## src/verilog/tlc_pkg.sv

```systemverilog
// Constants, register map and carrier types of the top-level interrupt block
package tlc_pkg;

  // ------------------------------------------------------------
  // Bus geometry
  // ------------------------------------------------------------
  localparam int          ADDR_W   = 12;
  localparam int          DATA_W   = 32;
  localparam logic [1:0]  WORD_ALN = 2'h0;

  // ------------------------------------------------------------
  // Register indices (byte address is four times the index)
  // ------------------------------------------------------------
  localparam logic [7:0] IDX_PAGE = 8'h00;
  localparam logic [7:0] IDX_CTRL = 8'h01;
  localparam logic [7:0] IDX_STAT = 8'h02;
  localparam logic [7:0] IDX_MASK = 8'h03;
  localparam logic [7:0] IDX_VEC  = 8'hf6;
  localparam logic [7:0] IDX_NEST = 8'hf7;

  // Register pages sharing the index of the vector register
  localparam logic [7:0] PAGE_INTR = 8'h00;
  localparam logic [7:0] PAGE_XMEM = 8'h15;

  // ------------------------------------------------------------
  // Reset values and field positions
  // ------------------------------------------------------------
  localparam logic [3:0] VEC_LO_RST  = 4'h6;
  localparam logic [7:0] XMEM_RST    = 8'h0f;
  localparam logic [7:0] NEST_RST    = 8'h00;
  localparam int         VEC_EDGE    = 3;
  localparam int         VEC_TLSRC   = 2;
  localparam int         VEC_A0SRC   = 1;
  localparam int         VEC_STRETCH = 0;
  localparam int         NEST_TOP_LEVEL_UNMASKABLE   = 7;
  localparam int         XMEM_SEG    = 6;
  localparam int         CTRL_GATE   = 0;
  localparam int         CTRL_PEND   = 1;
  localparam int         STAT_TL     = 0;
  localparam int         STAT_HOLD   = 1;
  localparam int         STAT_W      = 2;
  localparam int         HOLD_W      = 7;
  localparam int         LVL_W       = 3;

  // ------------------------------------------------------------
  // Timing: extra entry cycles when the code segment is pushed
  // ------------------------------------------------------------
  localparam int CLK_PERIOD_NS = 25;
  localparam int SEG_PUSH_CYC  = 2;

  // Entry-extension sequencer, Gray coded
  typedef enum logic [1:0] {
    TLC_IDLE = 2'b00,
    TLC_EXT1 = 2'b01,
    TLC_EXT2 = 2'b11
  } tlc_ext_t;

  // Events from the core interrupt sequencer
  typedef struct packed {
    logic             preempt;
    logic [LVL_W-1:0] preempt_lvl;
    logic             preempt_by_tl;
    logic             iret;
    logic [LVL_W-1:0] iret_lvl;
    logic             tl_ack;
    logic             entry;
    logic             nested;
    logic             glob_en;
  } tlc_core_in_t;

  // Controls back to the core interrupt sequencer
  typedef struct packed {
    logic tl_req;
    logic push_cs;
    logic load_cs;
    logic restore_cs;
    logic use_hseg;
    logic entry_stretch;
  } tlc_core_out_t;

endpackage

```

## src/verilog/tlc_top.sv

```systemverilog
// Top-level interrupt configuration, nesting state and APB registers
//
// The APB register port was decided locally.
`timescale 1ns/10ps
`default_nettype none
module tlc_top (
  input  wire logic                      clock_i,
  input  wire logic                      sys_rst_i,
  input  wire logic                      ce_i,
  input  wire logic                      psel_i,
  input  wire logic                      penable_i,
  input  wire logic                      pwrite_i,
  input  wire logic [tlc_pkg::ADDR_W-1:0] paddr_i,
  input  wire logic [tlc_pkg::DATA_W-1:0] pwdata_i,
  input  wire logic [3:0]                pstrb_i,
  output var  logic                      pready_o,
  output var  logic [tlc_pkg::DATA_W-1:0] prdata_o,
  output var  logic                      pslverr_o,
  input  wire logic                      nmi_pin_i,
  input  wire logic                      a0_pin_i,
  input  wire logic                      memory_stretch_pin_i,
  input  wire logic                      wdog_eoc_i,
  input  wire tlc_pkg::tlc_core_in_t     core_i,
  output var  tlc_pkg::tlc_core_out_t    core_o,
  output var  logic                      channel_a0_input_o,
  output var  logic                      memory_stretch_o,
  output var  logic                      irq_o
);

  // ------------------------------------------------------------
  // Declarations
  // ------------------------------------------------------------
  logic [7:0]                page_r;
  logic [3:0]                vec_hi_r;
  logic [3:0]                vec_lo_r;
  logic                      seg_stack_r;
  logic                      top_level_unmaskable_r;
  logic [tlc_pkg::HOLD_W-1:0] hold_r;
  logic                      gate_r;
  logic                      pend_r;
  logic [tlc_pkg::STAT_W-1:0] stat_r;
  logic [tlc_pkg::STAT_W-1:0] mask_r;
  tlc_pkg::tlc_ext_t         ext_r;
  logic                      nmi_lvl;
  logic                      a0_lvl;
  logic                      str_lvl;
  logic                      nmi_edge;
  logic                      tl_trig;
  logic                      hit;
  logic                      wr_en;
  logic                      sw_pend_set;
  logic                      hold_set;
  logic                      hold_clr;
  logic [tlc_pkg::HOLD_W-1:0] hold_nxt;
  logic [tlc_pkg::DATA_W-1:0] rd_nxt;
  logic [7:0]                idx;

  // ------------------------------------------------------------
  // Address decode
  // ------------------------------------------------------------
  // Word index from a byte address
  function automatic logic [7:0] reg_idx(
    input logic [tlc_pkg::ADDR_W-1:0] a
  );
    reg_idx = a[9:2];
  endfunction

  // True when the address names an implemented register
  function automatic logic reg_hit(
    input logic [tlc_pkg::ADDR_W-1:0] a
  );
    logic [7:0] i;
    i = reg_idx(a);
    reg_hit = (a[1:0] == tlc_pkg::WORD_ALN) &&
              (a[tlc_pkg::ADDR_W-1:10] == '0) &&
              (i == tlc_pkg::IDX_PAGE || i == tlc_pkg::IDX_CTRL ||
               i == tlc_pkg::IDX_STAT || i == tlc_pkg::IDX_MASK ||
               i == tlc_pkg::IDX_VEC  || i == tlc_pkg::IDX_NEST);
  endfunction

  assign idx = reg_idx(paddr_i);
  assign hit = reg_hit(paddr_i);

  // ------------------------------------------------------------
  // Pin conditioning
  // ------------------------------------------------------------
  tlc_sync3 u_sync_nmi (
    .clock_i   (clock_i),
    .sys_rst_i (sys_rst_i),
    .ce_i      (ce_i),
    .pin_i     (nmi_pin_i),
    .level_o   (nmi_lvl)
  );

  tlc_sync3 u_sync_a0 (
    .clock_i   (clock_i),
    .sys_rst_i (sys_rst_i),
    .ce_i      (ce_i),
    .pin_i     (a0_pin_i),
    .level_o   (a0_lvl)
  );

  tlc_sync3 u_sync_str (
    .clock_i   (clock_i),
    .sys_rst_i (sys_rst_i),
    .ce_i      (ce_i),
    .pin_i     (memory_stretch_pin_i),
    .level_o   (str_lvl)
  );

  tlc_edge u_edge_nmi (
    .clock_i   (clock_i),
    .sys_rst_i (sys_rst_i),
    .ce_i      (ce_i),
    .level_i   (nmi_lvl),
    .rise_i    (vec_lo_r[tlc_pkg::VEC_EDGE]),
    .pulse_o   (nmi_edge)
  );

  // Top-level trigger source
  assign tl_trig = vec_lo_r[tlc_pkg::VEC_TLSRC] ? nmi_edge
                                                : wdog_eoc_i;

  // ------------------------------------------------------------
  // APB slave
  // ------------------------------------------------------------
  // Zero-wait access phase; error on unmapped address
  assign pready_o  = psel_i & penable_i & ce_i;
  assign pslverr_o = pready_o & ~hit;
  assign wr_en     = pready_o & pwrite_i & hit & pstrb_i[0];

  // Read mux
  always_comb begin
    rd_nxt = '0;
    unique case (idx)
      tlc_pkg::IDX_PAGE: rd_nxt[7:0] = page_r;
      tlc_pkg::IDX_CTRL: begin
        rd_nxt[tlc_pkg::CTRL_GATE] = gate_r;
        rd_nxt[tlc_pkg::CTRL_PEND] = pend_r;
      end
      tlc_pkg::IDX_STAT: rd_nxt[tlc_pkg::STAT_W-1:0] = stat_r;
      tlc_pkg::IDX_MASK: rd_nxt[tlc_pkg::STAT_W-1:0] = mask_r;
      tlc_pkg::IDX_VEC: begin
        if (page_r == tlc_pkg::PAGE_XMEM) begin
          rd_nxt[7:0] = tlc_pkg::XMEM_RST;
          rd_nxt[tlc_pkg::XMEM_SEG] = seg_stack_r;
        end else begin
          rd_nxt[7:0] = {vec_hi_r, vec_lo_r};
        end
      end
      tlc_pkg::IDX_NEST: rd_nxt[7:0] = {top_level_unmaskable_r, hold_r};
      default: rd_nxt = '0;
    endcase
  end

  // Read data captured in the setup cycle
  always_ff @(posedge clock_i) begin
    if (sys_rst_i) begin
      prdata_o <= '0;
    end else if (ce_i && psel_i && !penable_i) begin
      prdata_o <= rd_nxt;
    end
  end

  // ------------------------------------------------------------
  // Configuration registers
  // ------------------------------------------------------------
  // Upper vector nibble has no reset
  always_ff @(posedge clock_i) begin
    if (ce_i && wr_en && idx == tlc_pkg::IDX_VEC &&
        page_r != tlc_pkg::PAGE_XMEM) begin
      vec_hi_r <= pwdata_i[7:4];
    end
  end

  // Lower vector nibble, page, gate, mask, stacking
  always_ff @(posedge clock_i) begin
    if (sys_rst_i) begin
      vec_lo_r    <= tlc_pkg::VEC_LO_RST;
      page_r      <= tlc_pkg::PAGE_INTR;
      gate_r      <= 1'b0;
      mask_r      <= '0;
      seg_stack_r <= tlc_pkg::XMEM_RST[tlc_pkg::XMEM_SEG];
    end else if (ce_i && wr_en) begin
      unique case (idx)
        tlc_pkg::IDX_PAGE: page_r <= pwdata_i[7:0];
        tlc_pkg::IDX_CTRL: gate_r <= pwdata_i[tlc_pkg::CTRL_GATE];
        tlc_pkg::IDX_MASK: mask_r <= pwdata_i[tlc_pkg::STAT_W-1:0];
        tlc_pkg::IDX_VEC: begin
          if (page_r == tlc_pkg::PAGE_XMEM) begin
            seg_stack_r <= pwdata_i[tlc_pkg::XMEM_SEG];
          end else begin
            vec_lo_r <= pwdata_i[3:0];
          end
        end
        default: ;
      endcase
    end
  end

  // Unmaskable lock: software sets, only reset clears
  always_ff @(posedge clock_i) begin
    if (sys_rst_i) begin
      top_level_unmaskable_r <= tlc_pkg::NEST_RST[tlc_pkg::NEST_TOP_LEVEL_UNMASKABLE];
    end else if (ce_i && wr_en && idx == tlc_pkg::IDX_NEST &&
                 pwdata_i[tlc_pkg::NEST_TOP_LEVEL_UNMASKABLE]) begin
      top_level_unmaskable_r <= 1'b1;
    end
  end

  // ------------------------------------------------------------
  // Top-level pending and request
  // ------------------------------------------------------------
  assign sw_pend_set = wr_en && idx == tlc_pkg::IDX_CTRL &&
                       pwdata_i[tlc_pkg::CTRL_PEND];

  // Set by trigger or software wins over acknowledge
  always_ff @(posedge clock_i) begin
    if (sys_rst_i) begin
      pend_r <= 1'b0;
    end else if (ce_i) begin
      if (tl_trig || sw_pend_set) begin
        pend_r <= 1'b1;
      end else if (core_i.tl_ack) begin
        pend_r <= 1'b0;
      end
    end
  end

  // Request gating
  assign core_o.tl_req = top_level_unmaskable_r ? pend_r
                                : (core_i.glob_en & gate_r & pend_r);

  // ------------------------------------------------------------
  // Hold-level bits
  // ------------------------------------------------------------
  assign hold_set = core_i.nested && core_i.preempt &&
                    !core_i.preempt_by_tl &&
                    core_i.preempt_lvl < 3'(tlc_pkg::HOLD_W);
  assign hold_clr = core_i.iret &&
                    core_i.iret_lvl < 3'(tlc_pkg::HOLD_W);

  // Per-level update, set wins on the same bit
  always_comb begin
    for (int i = 0; i < tlc_pkg::HOLD_W; i++) begin
      if (hold_set && core_i.preempt_lvl == 3'(i)) begin
        hold_nxt[i] = 1'b1;
      end else if (hold_clr && core_i.iret_lvl == 3'(i)) begin
        hold_nxt[i] = 1'b0;
      end else begin
        hold_nxt[i] = hold_r[i];
      end
    end
  end

  always_ff @(posedge clock_i) begin
    if (sys_rst_i) begin
      hold_r <= tlc_pkg::NEST_RST[tlc_pkg::HOLD_W-1:0];
    end else if (ce_i) begin
      hold_r <= hold_nxt;
    end
  end

  // ------------------------------------------------------------
  // Event status and interrupt
  // ------------------------------------------------------------
  // Sticky events, write one to clear, set wins
  always_ff @(posedge clock_i) begin
    if (sys_rst_i) begin
      stat_r <= '0;
    end else if (ce_i) begin
      stat_r <= (stat_r & ~((wr_en && idx == tlc_pkg::IDX_STAT) ?
                 pwdata_i[tlc_pkg::STAT_W-1:0] : '0))
                | {hold_set, tl_trig};
    end
  end

  assign irq_o = |(stat_r & mask_r);

  // ------------------------------------------------------------
  // Channel A0 and memory stretch
  // ------------------------------------------------------------
  always_ff @(posedge clock_i) begin
    if (sys_rst_i) begin
      channel_a0_input_o <= 1'b0;
      memory_stretch_o   <= 1'b0;
    end else if (ce_i) begin
      channel_a0_input_o <= vec_lo_r[tlc_pkg::VEC_A0SRC] ? a0_lvl
                                                         : wdog_eoc_i;
      memory_stretch_o   <= vec_lo_r[tlc_pkg::VEC_STRETCH] & str_lvl;
    end
  end

  // ------------------------------------------------------------
  // Segment stacking and entry extension
  // ------------------------------------------------------------
  assign core_o.push_cs    = seg_stack_r;
  assign core_o.load_cs    = seg_stack_r;
  assign core_o.restore_cs = seg_stack_r;
  assign core_o.use_hseg   = ~seg_stack_r;

  // Two extra cycles after entry when the segment is pushed
  always_ff @(posedge clock_i) begin
    if (sys_rst_i) begin
      ext_r <= tlc_pkg::TLC_IDLE;
    end else if (ce_i) begin
      unique case (ext_r)
        tlc_pkg::TLC_IDLE: begin
          if (core_i.entry && seg_stack_r) begin
            ext_r <= tlc_pkg::TLC_EXT1;
          end
        end
        tlc_pkg::TLC_EXT1: ext_r <= tlc_pkg::TLC_EXT2;
        tlc_pkg::TLC_EXT2: ext_r <= tlc_pkg::TLC_IDLE;
        default:           ext_r <= tlc_pkg::TLC_IDLE;
      endcase
    end
  end

  assign core_o.entry_stretch = (ext_r != tlc_pkg::TLC_IDLE);
endmodule
`default_nettype wire

```

## src/verilog/tlc_sync3.sv

```systemverilog
// Three-flop pin synchroniser with agreement filter
`timescale 1ns/10ps
`default_nettype none
module tlc_sync3 (
  input  wire logic clock_i,
  input  wire logic sys_rst_i,
  input  wire logic ce_i,
  input  wire logic pin_i,
  output var  logic level_o
);
  logic ff1_r;
  logic ff2_r;
  logic ff3_r;

  // ------------------------------------------------------------
  // Chain and filter
  // ------------------------------------------------------------
  // First flop is read only by the second
  always_ff @(posedge clock_i) begin
    if (sys_rst_i) begin
      ff1_r <= 1'b0;
      ff2_r <= 1'b0;
      ff3_r <= 1'b0;
    end else if (ce_i) begin
      ff1_r <= pin_i;
      ff2_r <= ff1_r;
      ff3_r <= ff2_r;
    end
  end

  // Level moves only once second and third agree
  always_ff @(posedge clock_i) begin
    if (sys_rst_i) begin
      level_o <= 1'b0;
    end else if (ce_i && (ff2_r == ff3_r)) begin
      level_o <= ff3_r;
    end
  end
endmodule
`default_nettype wire

```

## src/verilog/tlc_edge.sv

```systemverilog
// Selectable-polarity edge detector producing a one-cycle pulse
`timescale 1ns/10ps
`default_nettype none
module tlc_edge (
  input  wire logic clock_i,
  input  wire logic sys_rst_i,
  input  wire logic ce_i,
  input  wire logic level_i,
  input  wire logic rise_i,
  output var  logic pulse_o
);
  logic prev_r;

  // ------------------------------------------------------------
  // Edge pulse
  // ------------------------------------------------------------
  // One pulse per filtered transition of the chosen polarity
  always_ff @(posedge clock_i) begin
    if (sys_rst_i) begin
      prev_r  <= 1'b0;
      pulse_o <= 1'b0;
    end else if (ce_i) begin
      prev_r  <= level_i;
      pulse_o <= rise_i ? (level_i & ~prev_r)
                        : (~level_i & prev_r);
    end
  end
endmodule
`default_nettype wire

```

## config.mk

```make
export PLATFORM = sky130hd
export DESIGN_NAME = tlc_top
export DESIGN_NICKNAME = d
export VERILOG_FILES = /design/src/verilog/tlc_pkg.sv /design/src/verilog/tlc_top.sv /design/src/verilog/tlc_sync3.sv /design/src/verilog/tlc_edge.sv
export SDC_FILE = /design/constraint.sdc
export NUM_CORES = 1
export LEC_CHECK = 0
export ABC_AREA = 0
export ABC_CLOCK_PERIOD_IN_PS = 2300
export BUFFER_PORTS_ARGS = -buffer_cell sky130_fd_sc_hd__buf_2
export CORE_MARGIN = 5
export CORE_UTILIZATION = 45
export CTS_CLUSTER_DIAMETER = 150
export DETAILED_ROUTE_END_ITERATION = 6
export GPL_TIMING_DRIVEN = 0
export PLACE_DENSITY = 0.75
export SYNTH_ARGS = -nofsm -noshare
export SYNTH_HDL_FRONTEND = slang
export SYNTH_SLANG_ARGS = --single-unit
export TNS_END_PERCENT = 1
```

## constraint.sdc

```tcl
create_clock -name clock_i -period 2.3 [get_ports clock_i]
set_input_delay 0.46 -clock clock_i [delete_from_list [all_inputs] [get_ports clock_i]]
set_output_delay 0.46 -clock clock_i [all_outputs]
set_load 0.02 [all_outputs]
```

* Word level (Yosys, flattened, before mapping)
Cells that the tools add are included.
** Word-level totals
- Flip-flop bits (word level) :: 57
- Output and inout port bits :: 43
- Logic and storage cells :: 178
** Cells by class
- Order comparisons :: 2
- Eq/ne operators :: 24
- Muxes and demuxes :: 26
- Bitwise operators :: 20
- Reductions and logical operators :: 72
** Operators by type and width (count)
- $logic_and A1 B1 Y1 :: 34
- $reduce_and A2 Y1 :: 12
- $mux W1 :: 20
- $eq A3 B3 Y1 const B :: 6
- $pmux W6 S3 :: 1
- $reduce_bool A2 Y1 :: 9
- $eq A8 B2 Y1 const B :: 2
- $eq A8 B8 Y1 const B :: 2
- $eq A3 B2 Y1 const B :: 4
- $pmux W2 S6 :: 1
- $and A1 B1 Y1 :: 11
- $eq A8 B1 Y1 const B :: 1
- $eq A8 B5 Y1 const B :: 1
- $logic_not A8 Y1 :: 1
- $mux W8 :: 1
- $ne A8 B5 Y1 const B :: 1
- $eq A3 B1 Y1 const B :: 2
- $logic_not A2 Y1 :: 3
- $logic_not A3 Y1 :: 2
- $logic_or A1 B1 Y1 :: 6
- $lt A3 B3 Y1 const B :: 2
- $reduce_and A3 Y1 :: 2
- $not A1 Y1 :: 5
- $and A2 B2 Y2 :: 2
- other kinds (9) :: 13

* Depth between registers and ports, before layout
Gate-level depths: netlist of the first run.
- Depth after elaboration :: 14
- Mapped depth :: 7
- Depth with buffers taken out :: 4

* Modules after synthesis
Synthesis of the first run repeated with hierarchy kept, for this count alone.
** Second synthesis, totals
- Cell total of the unflattened synthesis :: 322
- Area total of the unflattened synthesis :: 2940.3 um^2
** Modules (own cells, without submodules)
- tlc_top :: times used 1, cells each 266, area an instance 2337.2 um^2
- tlc_sync3 :: times used 3, cells each 16, area an instance 171.4 um^2
- tlc_edge :: times used 1, cells each 8, area an instance 88.8 um^2

* Worst setup path before layout of the first run
Ideal clock, no wire load.
- Path type :: input to output
- From :: in paddr_i[5] in the netlist's numbering
- To :: out pslverr_o
- Arrival time :: 1.345 ns
- Path slack :: 0.495 ns
- Stages on the path :: 5
- Cell sequence :: nor4_4 and2_1 buf_4 o21ai_1 and2_1
** Between the ends
- Word-level cells in the longest chain between the ends :: 9
- Elaborated cells between the ends (all ways) :: 14
** Ends and longest elaborated chain
- from (decl) :: RTL line tlc_top.sv:13 : input wire logic [tlc_pkg::ADDR_W-1:0] paddr_i,
- $eq A8 B1 Y1 or $logic_not A8 Y1 (tied branches) :: RTL line tlc_top.sv:76 : (i == tlc_pkg::IDX_PAGE || i == tlc_pkg::IDX_CTRL ||
- $logic_or A1 B1 Y1 (2 in series) :: RTL line tlc_top.sv:76
- $logic_or A1 B1 Y1 (2 in series) :: RTL line tlc_top.sv:77 : i == tlc_pkg::IDX_STAT || i == tlc_pkg::IDX_MASK ||
- $logic_or A1 B1 Y1 * :: RTL line tlc_top.sv:78 : i == tlc_pkg::IDX_VEC || i == tlc_pkg::IDX_NEST);
- $logic_and A1 B1 Y1 * :: RTL line tlc_top.sv:75 : (a[tlc_pkg::ADDR_W-1:10] == '0) &&
- $not A1 Y1 * :: RTL line tlc_top.sv:129 : assign pslverr_o = pready_o & ~hit;
- $and A1 B1 Y1 * :: RTL line tlc_top.sv:129
- to (decl) :: RTL line tlc_top.sv:18 : output var logic pslverr_o,
Every way passes the cells marked *; elsewhere a longest branch is shown, timed or not.

* Worst setup path after layout of the first run
Same ends and word-level chain as after synthesis.

==> results by group, run 1 <==
Synthesis
  • Synth area leaders: dfxtp_1, buf_4, mux2i_1
  • Count of different cell masters after synthesis: 52
  • Main combinational cell family by area after synthesis: simple AND/OR/NAND/NOR gates
  • #FFs+latches synth: 57
  • Synth Area in Adders: 0
  • Mux share of post-synthesis cell area: 0.08469
  • Synth async-reset ratio: 0
  • Post-Syn Instances: 323
  • Area leader, netlist: dfxtp_1
  • Synth Area in Simple Gates: 0.2008
  • Cell Area, Synth: 2910 um^2
  • Avg Cell Area, Syn: 9.010 um^2
  • EDFF count, synth: 4
  • Most instantiated library cell after synthesis: dfxtp_1
  • Compound-gate portion of the synthesized area: 0.1965
  • Post-synthesis xor/xnor area fraction: 0
  • Post-synth top area share: 0.3646
  • Synth top cells by count: dfxtp_1, nand2_1, buf_4
  • Synth Flop Type: dfxtp_1
  • Synth warnings: 0
  • Seq/Total Area, Yosys: 0.4058

Hold path
  • Worst Hold Class: in -> reg
  • Worst Hold End: vec_hi_r[0]
  • Hold path cells: 1
  • Hold Startpoint: pwdata_i[4]

Floorplan
  • Num rows: 29
  • CORE AREA: 6314 um^2
  • Initial Util: 0.4610
  • # IOs: 114
  • Die Ht: 90.42 um
  • Die W: 90.42 um
  • Die area: 8176 um^2

Layout
  • Area of the multi-input gates: 1493 um^2
  • Register Area: 1181 um^2
  • Layout cell share with drive strength beyond 1: 0.2945
  • Fillcell total: 607
  • ANT cells: 0
  • Fin nets: 487
  • Design Area, Final: 3603 um^2
  • Area Overhead vs Synth: 23.82%

STA
  • Worst-Margin Slew: 0.5454 ns
  • Final hold vios: 0
  • Max-slew headroom: 0.6334
  • Final period util: 0.9414
  • Clk_skew: 0.007166 ns
  • Fin worst setup slack: 0.1347 ns
  • Final hold slack: 0.3174 ns
  • Max Clock Freq: 461.8 MHz
  • RSZ-0062 raised after global routing: no
  • Pins over their slew limit: 0
  • Fin crit period: 2.165 ns
  • Setup TNS: 0 ns
  • Final setup viols: 0

Global routing
  • Vias in the first global route: 2,586
  • Grt ovf: 0
  • GRT Util Overall: 0.1892
  • First-pass GRT wire length: 12,570 um
  • Initial antenna violation count: 0
  • Largest net degree at the start of global routing: 11

CTS
  • Post-cts resize count: 0
  • Post-CTS setup buffers: 0
  • Clock sinks: 57
  • Clock Tree Root: clkbuf_8
  • Clock-pin slew on the worst setup and hold paths: 0.06 ns
  • Hold Buf Count CTS: 0
  • H-tree depth: 3
  • CTS tree: yes
  • Worst-skew pair later-pin latency: 0.33 ns
  • Clock Tree Buf Depth: 2
  • Cts bufs inserted: 9

Route
  • Routed via count: 2,666
  • DR iter-0 viols: 181
  • Detail Route Antenna Nets: 0
  • First-pass iteration count of the detailed router: 5
  • Drt drc: 0
  • Max layer used: met4
  • WL/cell: 15.18 um
  • Metal2 WL: 3692 um
  • Vias/cell: 5.353
  • Met3 Wirelength: 530 um
  • Routed WL: 7561 um
  • M1 WL: 3256 um

Place
  • Dpl ws: 0.1359 ns
  • Gpl congestion: 0.9295
  • DP Wirelength: 5768 um
  • I/O Buffers: 59
  • Placed Area: 3388 um^2

Worst setup path
  • R2r setup slk: 0.59 ns
  • Critical-path cell list: buf_2 -> nor4_4 -> and2_1 -> buf_4 -> o21ai_1 -> and2_1 -> buf_2
  • Crit-path max FO: 9
  • Worst path max stage delay: 0.39 ns
  • Worst path slowest cell: nor4_4
  • Worst R2R Path Depth: 4
  • Startpoint class of the critical path: input pin
  • Worst Path Buf+Inv: 3
  • Crit path DAT: 1.71 ns
  • Crit Reg-Reg Endpoint: vec_hi_r[0]
  • Crit path kind: in -> out
  • Endpoint type of the worst setup path: output pin
  • Crit-path leading delay family: simple AND/OR/NAND/NOR gates
  • CP required: 1.84 ns
  • Reg-to-reg startpoint: page_r[1]

Job
  • Max Cap Violations: 0

Power and ir drop
  • PwrDens: 620.7 nW/um^2
  • Lkg Pwr: 1.591 nW
  • Peak VDD IR: 0.3867 mV

Status
  • Outcome: complete, no violations
-- metrics by stage --
step | instances | power [W] | utilization
after global placement | 482 | 0.001264 | 0.5367
after global routing | 498 | 0.002335 | 0.5707
after detailed placement | 482 | 0.001267 | 0.5367
final | 498 | 0.002237 | 0.5707
after floorplan | 346 | 0.001188 | -
after CTS | 498 | 0.002251 | 0.5707
-- cells by family after synthesis --
group | after synthesis
simple gates | 104
mux | 23
other cells | 1
compound gates | 90
buf+inv | 48
flops | 57
-- per-layer routing --
| layer | global-route usage | vias to the layer above |
|---|---|---|
| met3 | 0.07083 | 9 |
| met1 | 0.2264 | 1240 |
| met4 | 0.04839 | 0 |
| met5 | 0 | - |
| li1 | - | 1314 |
| met2 | 0.3189 | 103 |
-- area by class of cell --
cell class / instances / share of cell area
Sequential cell: 57 / 0.3278
Inverter: 4 / 0.004167
Timing Repair Buffer: 59 / 0.08194
Clock inverter: 4 / 0.01354
Clock buffer: 12 / 0.04618
Tap cell: 77 / 0.02674
Buffer: 44 / 0.08542
Multi-Input combinational cell: 241 / 0.4142
-- sequential cells by signal, summed over array words and instances, names as in the netlist, 2 cells and up --
signal and count:
page_r 8, prdata_o 8, hold_r 7, vec_hi_r 4, vec_lo_r 4, ext_r 2
mask_r 2, stat_r 2
-- power breakdown --
| group | switching [W] | internal [W] | leakage [nW] |
|---|---|---|---|
| Sequential | 0.00000720 | 0.00101 | 0.464 |
| Clock | 0.000395 | 0.000594 | 0.111 |
| Combinational | 0.000139 | 0.0000914 | 1.02 |
| Total | 0.000542 | 0.00169 | 1.59 |
-- worst max path at each step --
stage / endpoint / slack (ns) / startpoint / cells past startpoint
2_1_floorplan: pslverr_o / 0.49 / paddr_i[5] / 5
3_3_place_gp: pslverr_o / 0.14 / paddr_i[5] / 7
3_5_place_dp: pslverr_o / 0.14 / paddr_i[5] / 7
4_1_cts: pslverr_o / 0.13 / paddr_i[5] / 7
5_1_grt: pslverr_o / 0.04 / paddr_i[5] / 7
6_report: pslverr_o / 0.13 / paddr_i[5] / 7
-- worst register-to-register path: stages, from the launching register on --
cell	delay, ns
dfxtp_1	0.34
and4bb_1	0.27
a211oi_2	0.42
o211a_1	0.23
buf_6	0.16
-- placed cells by master, fill, tap and decap left out, types with 6 or more instances in the layout --
cell,n
a21oi_1,27
a32oi_1,6
buf_2,62
buf_4,29
clkbuf_1,9
clkbuf_8,10
conb_1,24
dfxtp_1,53
mux2i_1,19
nand2_1,30
nand3_1,12
nor2_1,28
o21ai_0,17
o21ai_1,8
(Power assumes the default switching activity.)
==> run 2, diff against run 1 <==
Settings changed: CELL_PAD_IN_SITES_DETAIL_PLACEMENT set to 0, CELL_PAD_IN_SITES_GLOBAL_PLACEMENT set to 2, CORE_UTILIZATION 45 to 30, PLACE_DENSITY 0.75 to unset, PLACE_DENSITY_LB_ADDON set to 0.1.
==> run 2 against run 1 <==
  * Utilization decreased by 19 points
  * Die area increased by 44%
  * Routed wire length increased by 11%
  * Combinational power about the same
  * Critical path type unchanged
  * Critical endpoint unchanged
  * Highest routed layer unchanged
==> results by group, run 2 (synthesized netlist as in run 1, its figures left out) <==
Status
  • Outcome: complete, no violations (unchanged)

Place
  • DP Wirelength: 6478 um (was 5768 um)
  • Placed cells: 538 (was 482)
  • Gpl congestion: 0.7979 (was 0.9295)
  • I/O Buffers: 59 (unchanged)

Floorplan
  • CORE AREA: 9594 um^2 (was 6314 um^2)
  • Die W: 108.5 um (was 90.42 um)
  • # IOs: 114 (unchanged)
  • Die area: 11,770 um^2 (was 8176 um^2)
  • Num rows: 36 (was 29)
  • Die Ht: 108.5 um (was 90.42 um)
  • Initial Util: 0.3033 (was 0.4610)

Global routing
  • First-pass GRT wire length: 13,070 um (was 12,570 um)
  • M2 GR Usage: 0.2423 (was 0.3189)
  • Met1 usage: 0.1869 (was 0.2264)
  • GRT Util Overall: 0.1474 (was 0.1892)
  • Initial antenna violation count: 0 (unchanged)
  • Met3 GRT Util: 0.04179 (was 0.07083)
  • Grt ovf: 0 (unchanged)
  • Vias in the first global route: 2,515 (was 2,586)
  • Largest net degree at the start of global routing: 11 (unchanged)
  • Busiest grt layer: met2 (unchanged)

CTS
  • Clock Tree Root: clkbuf_8 (unchanged)
  • Post-CTS setup buffers: 0 (unchanged)
  • Post-cts resize count: 0 (unchanged)
  • CTS tree: yes (unchanged)
  • H-tree depth: 3 (unchanged)
  • Hold Buf Count CTS: 0 (unchanged)
  • Clock sinks: 57 (unchanged)
  • Cts bufs inserted: 9 (unchanged)
  • Clock-pin slew on the worst setup and hold paths: 0.06 ns (about the same)
  • Clock Tree Buf Depth: 2 (unchanged)
  • Worst-skew pair later-pin latency: 0.33 ns (about the same)

Layout
  • Layout cell share with drive strength beyond 1: 0.2898 (was 0.2945)
  • Area of the multi-input gates: 1493 um^2 (unchanged)
  • Regs by FF count: page_r x8, prdata_o x8, hold_r x7 (unchanged)
  • Commonest non-fill, non-tap cells in the layout: buf_2, dfxtp_1, nand2_1 (unchanged)
  • Commonest non-fill, non-tap cell in the layout: buf_2 (unchanged)
  • Register Area: 1181 um^2 (unchanged)
  • Area Overhead vs Synth: 24.85% (was 23.82%)
  • Final core occ: 0.3787 (was 0.5707)
  • Fillcell total: 1,039 (was 607)
  • Non-Filler Instances: 554 (was 498)
  • ANT cells: 0 (unchanged)
  • Fin nets: 487 (unchanged)

STA
  • Fin crit period: 2.155 ns (was 2.165 ns)
  • Final hold vios: 0 (unchanged)
  • Final hold slack: 0.3202 ns (was 0.3174 ns)
  • Max-slew headroom: 0.5951 (was 0.6334)
  • Pins over their slew limit: 0 (unchanged)
  • Max Clock Freq: 464.0 MHz (was 461.8 MHz)
  • Final period util: 0.9371 (was 0.9414)
  • Worst-Margin Slew: 0.6074 ns (was 0.5454 ns)
  • Clk_skew: 0.006478 ns (was 0.007166 ns)
  • Setup TNS: 0 ns (unchanged)
  • RSZ-0062 raised after global routing: no (unchanged)
  • Final setup viols: 0 (unchanged)

Power and ir drop
  • Sequential Power Share: 0.487 (was 0.455)
  • Gate power share: 0.112 (was 0.103)
  • Lkg Pwr: 1.572 nW (was 1.591 nW)
  • Peak VDD IR: 0.3177 mV (was 0.3867 mV)
  • Clk pwr share: 0.401 (was 0.442)
  • Int Pwr: 0.001553 W (was 0.001695 W)
  • Sw Share: 0.2571 (was 0.2422)
  • Net Switching: 0.0005376 W (was 0.0005417 W)
  • PwrDens: 575.5 nW/um^2 (was 620.7 nW/um^2)
  • Final Power: 0.002091 W (was 0.002237 W)

Route
  • WL/cell: 15.20 um (was 15.18 um)
  • Detail Route Antenna Nets: 0 (unchanged)
  • Routed via count: 2,577 (was 2,666)
  • Drt drc: 0 (unchanged)
  • DR iter-0 viols: 155 (was 181)
  • Vias/cell: 4.652 (was 5.353)
  • Routed WL: 8421 um (was 7561 um)
  • First-pass iteration count of the detailed router: 4 (was 5)

Job
  • Max Cap Violations: 0 (unchanged)

Worst setup path
  • Worst path slowest cell: nor4_4 (unchanged)
  • Crit path kind: in -> out (unchanged)
  • Crit path DAT: 1.70 ns (was 1.71 ns)
  • Startpoint class of the critical path: input pin (unchanged)
  • CP required: 1.84 ns (about the same)
  • Endpoint type of the worst setup path: output pin (unchanged)
  • Crit-path max FO: 9 (unchanged)
  • Worst path max stage delay: 0.39 ns (about the same)
  • Critical-path cell list: buf_2 -> nor4_4 -> and2_1 -> buf_4 -> o21ai_1 -> and2_1 -> buf_2 (unchanged)

Hold path
  • Worst Hold Class: in -> reg (unchanged)
## run 2: cell types whose count changed in the layout (fill, tap and decap cells not counted), sizes merged
cell,before,now
clkbuf,20,21
bufinv,1,0
## run 2: cell type report
class	instances	share of cell area
Multi-Input combinational cell	241	0.4108
Sequential cell	57	0.3251
Tap cell	133	0.04580
Clock buffer	13	0.04408
Clock inverter	3	0.004132
Timing Repair Buffer	59	0.08127
Inverter	4	0.004132
Buffer	44	0.08471
## run 2: routing by layer
metal	part of all wire	vias up	wire length, um
li1	-	1307	-
met1	0.45	1183	3781
met2	0.48	78	4040
met4	0.012	0	101
met3	0.059	9	497
met5	0	-	0
## run 2: per-stage QoR
stage,instance area [um^2],setup slack (ns)
after floorplan,2997,0.4946
after global placement,3458,0.1194
after detailed placement,3458,0.1332
after CTS,3633,0.1317
after global routing,3633,0.04164
final,3633,0.1447
## run 2: path summary, 6_finish.rpt
check / start / end / slack [ns] / depth (start not counted)
min: pwdata_i[5] / vec_hi_r[1] / 0.32 / 1
max: paddr_i[5] / pslverr_o / 0.14 / 7
min reg2reg: memory_stretch_o / memory_stretch_o / 0.46 / 2
max reg2reg: page_r[1] / vec_hi_r[2] / 0.50 / 4
## run 2: power groups by stage
stage                     sequential [W]  clock (W)  combinational, W
final                            0.00102   0.000839          0.000234
after detailed placement         0.00104          0          0.000234
after global placement           0.00104          0          0.000234
after floorplan                  0.00104          0          0.000148
after global routing             0.00102   0.000912          0.000258
after CTS                        0.00102   0.000866          0.000235
## run 2: critical path, delay by kind of cell
family	cells	cell delay, ns
AO/OA/AOI/OAI	1	0.07
buffers and inverters	3	0.43
AND/OR/NAND/NOR	3	0.73
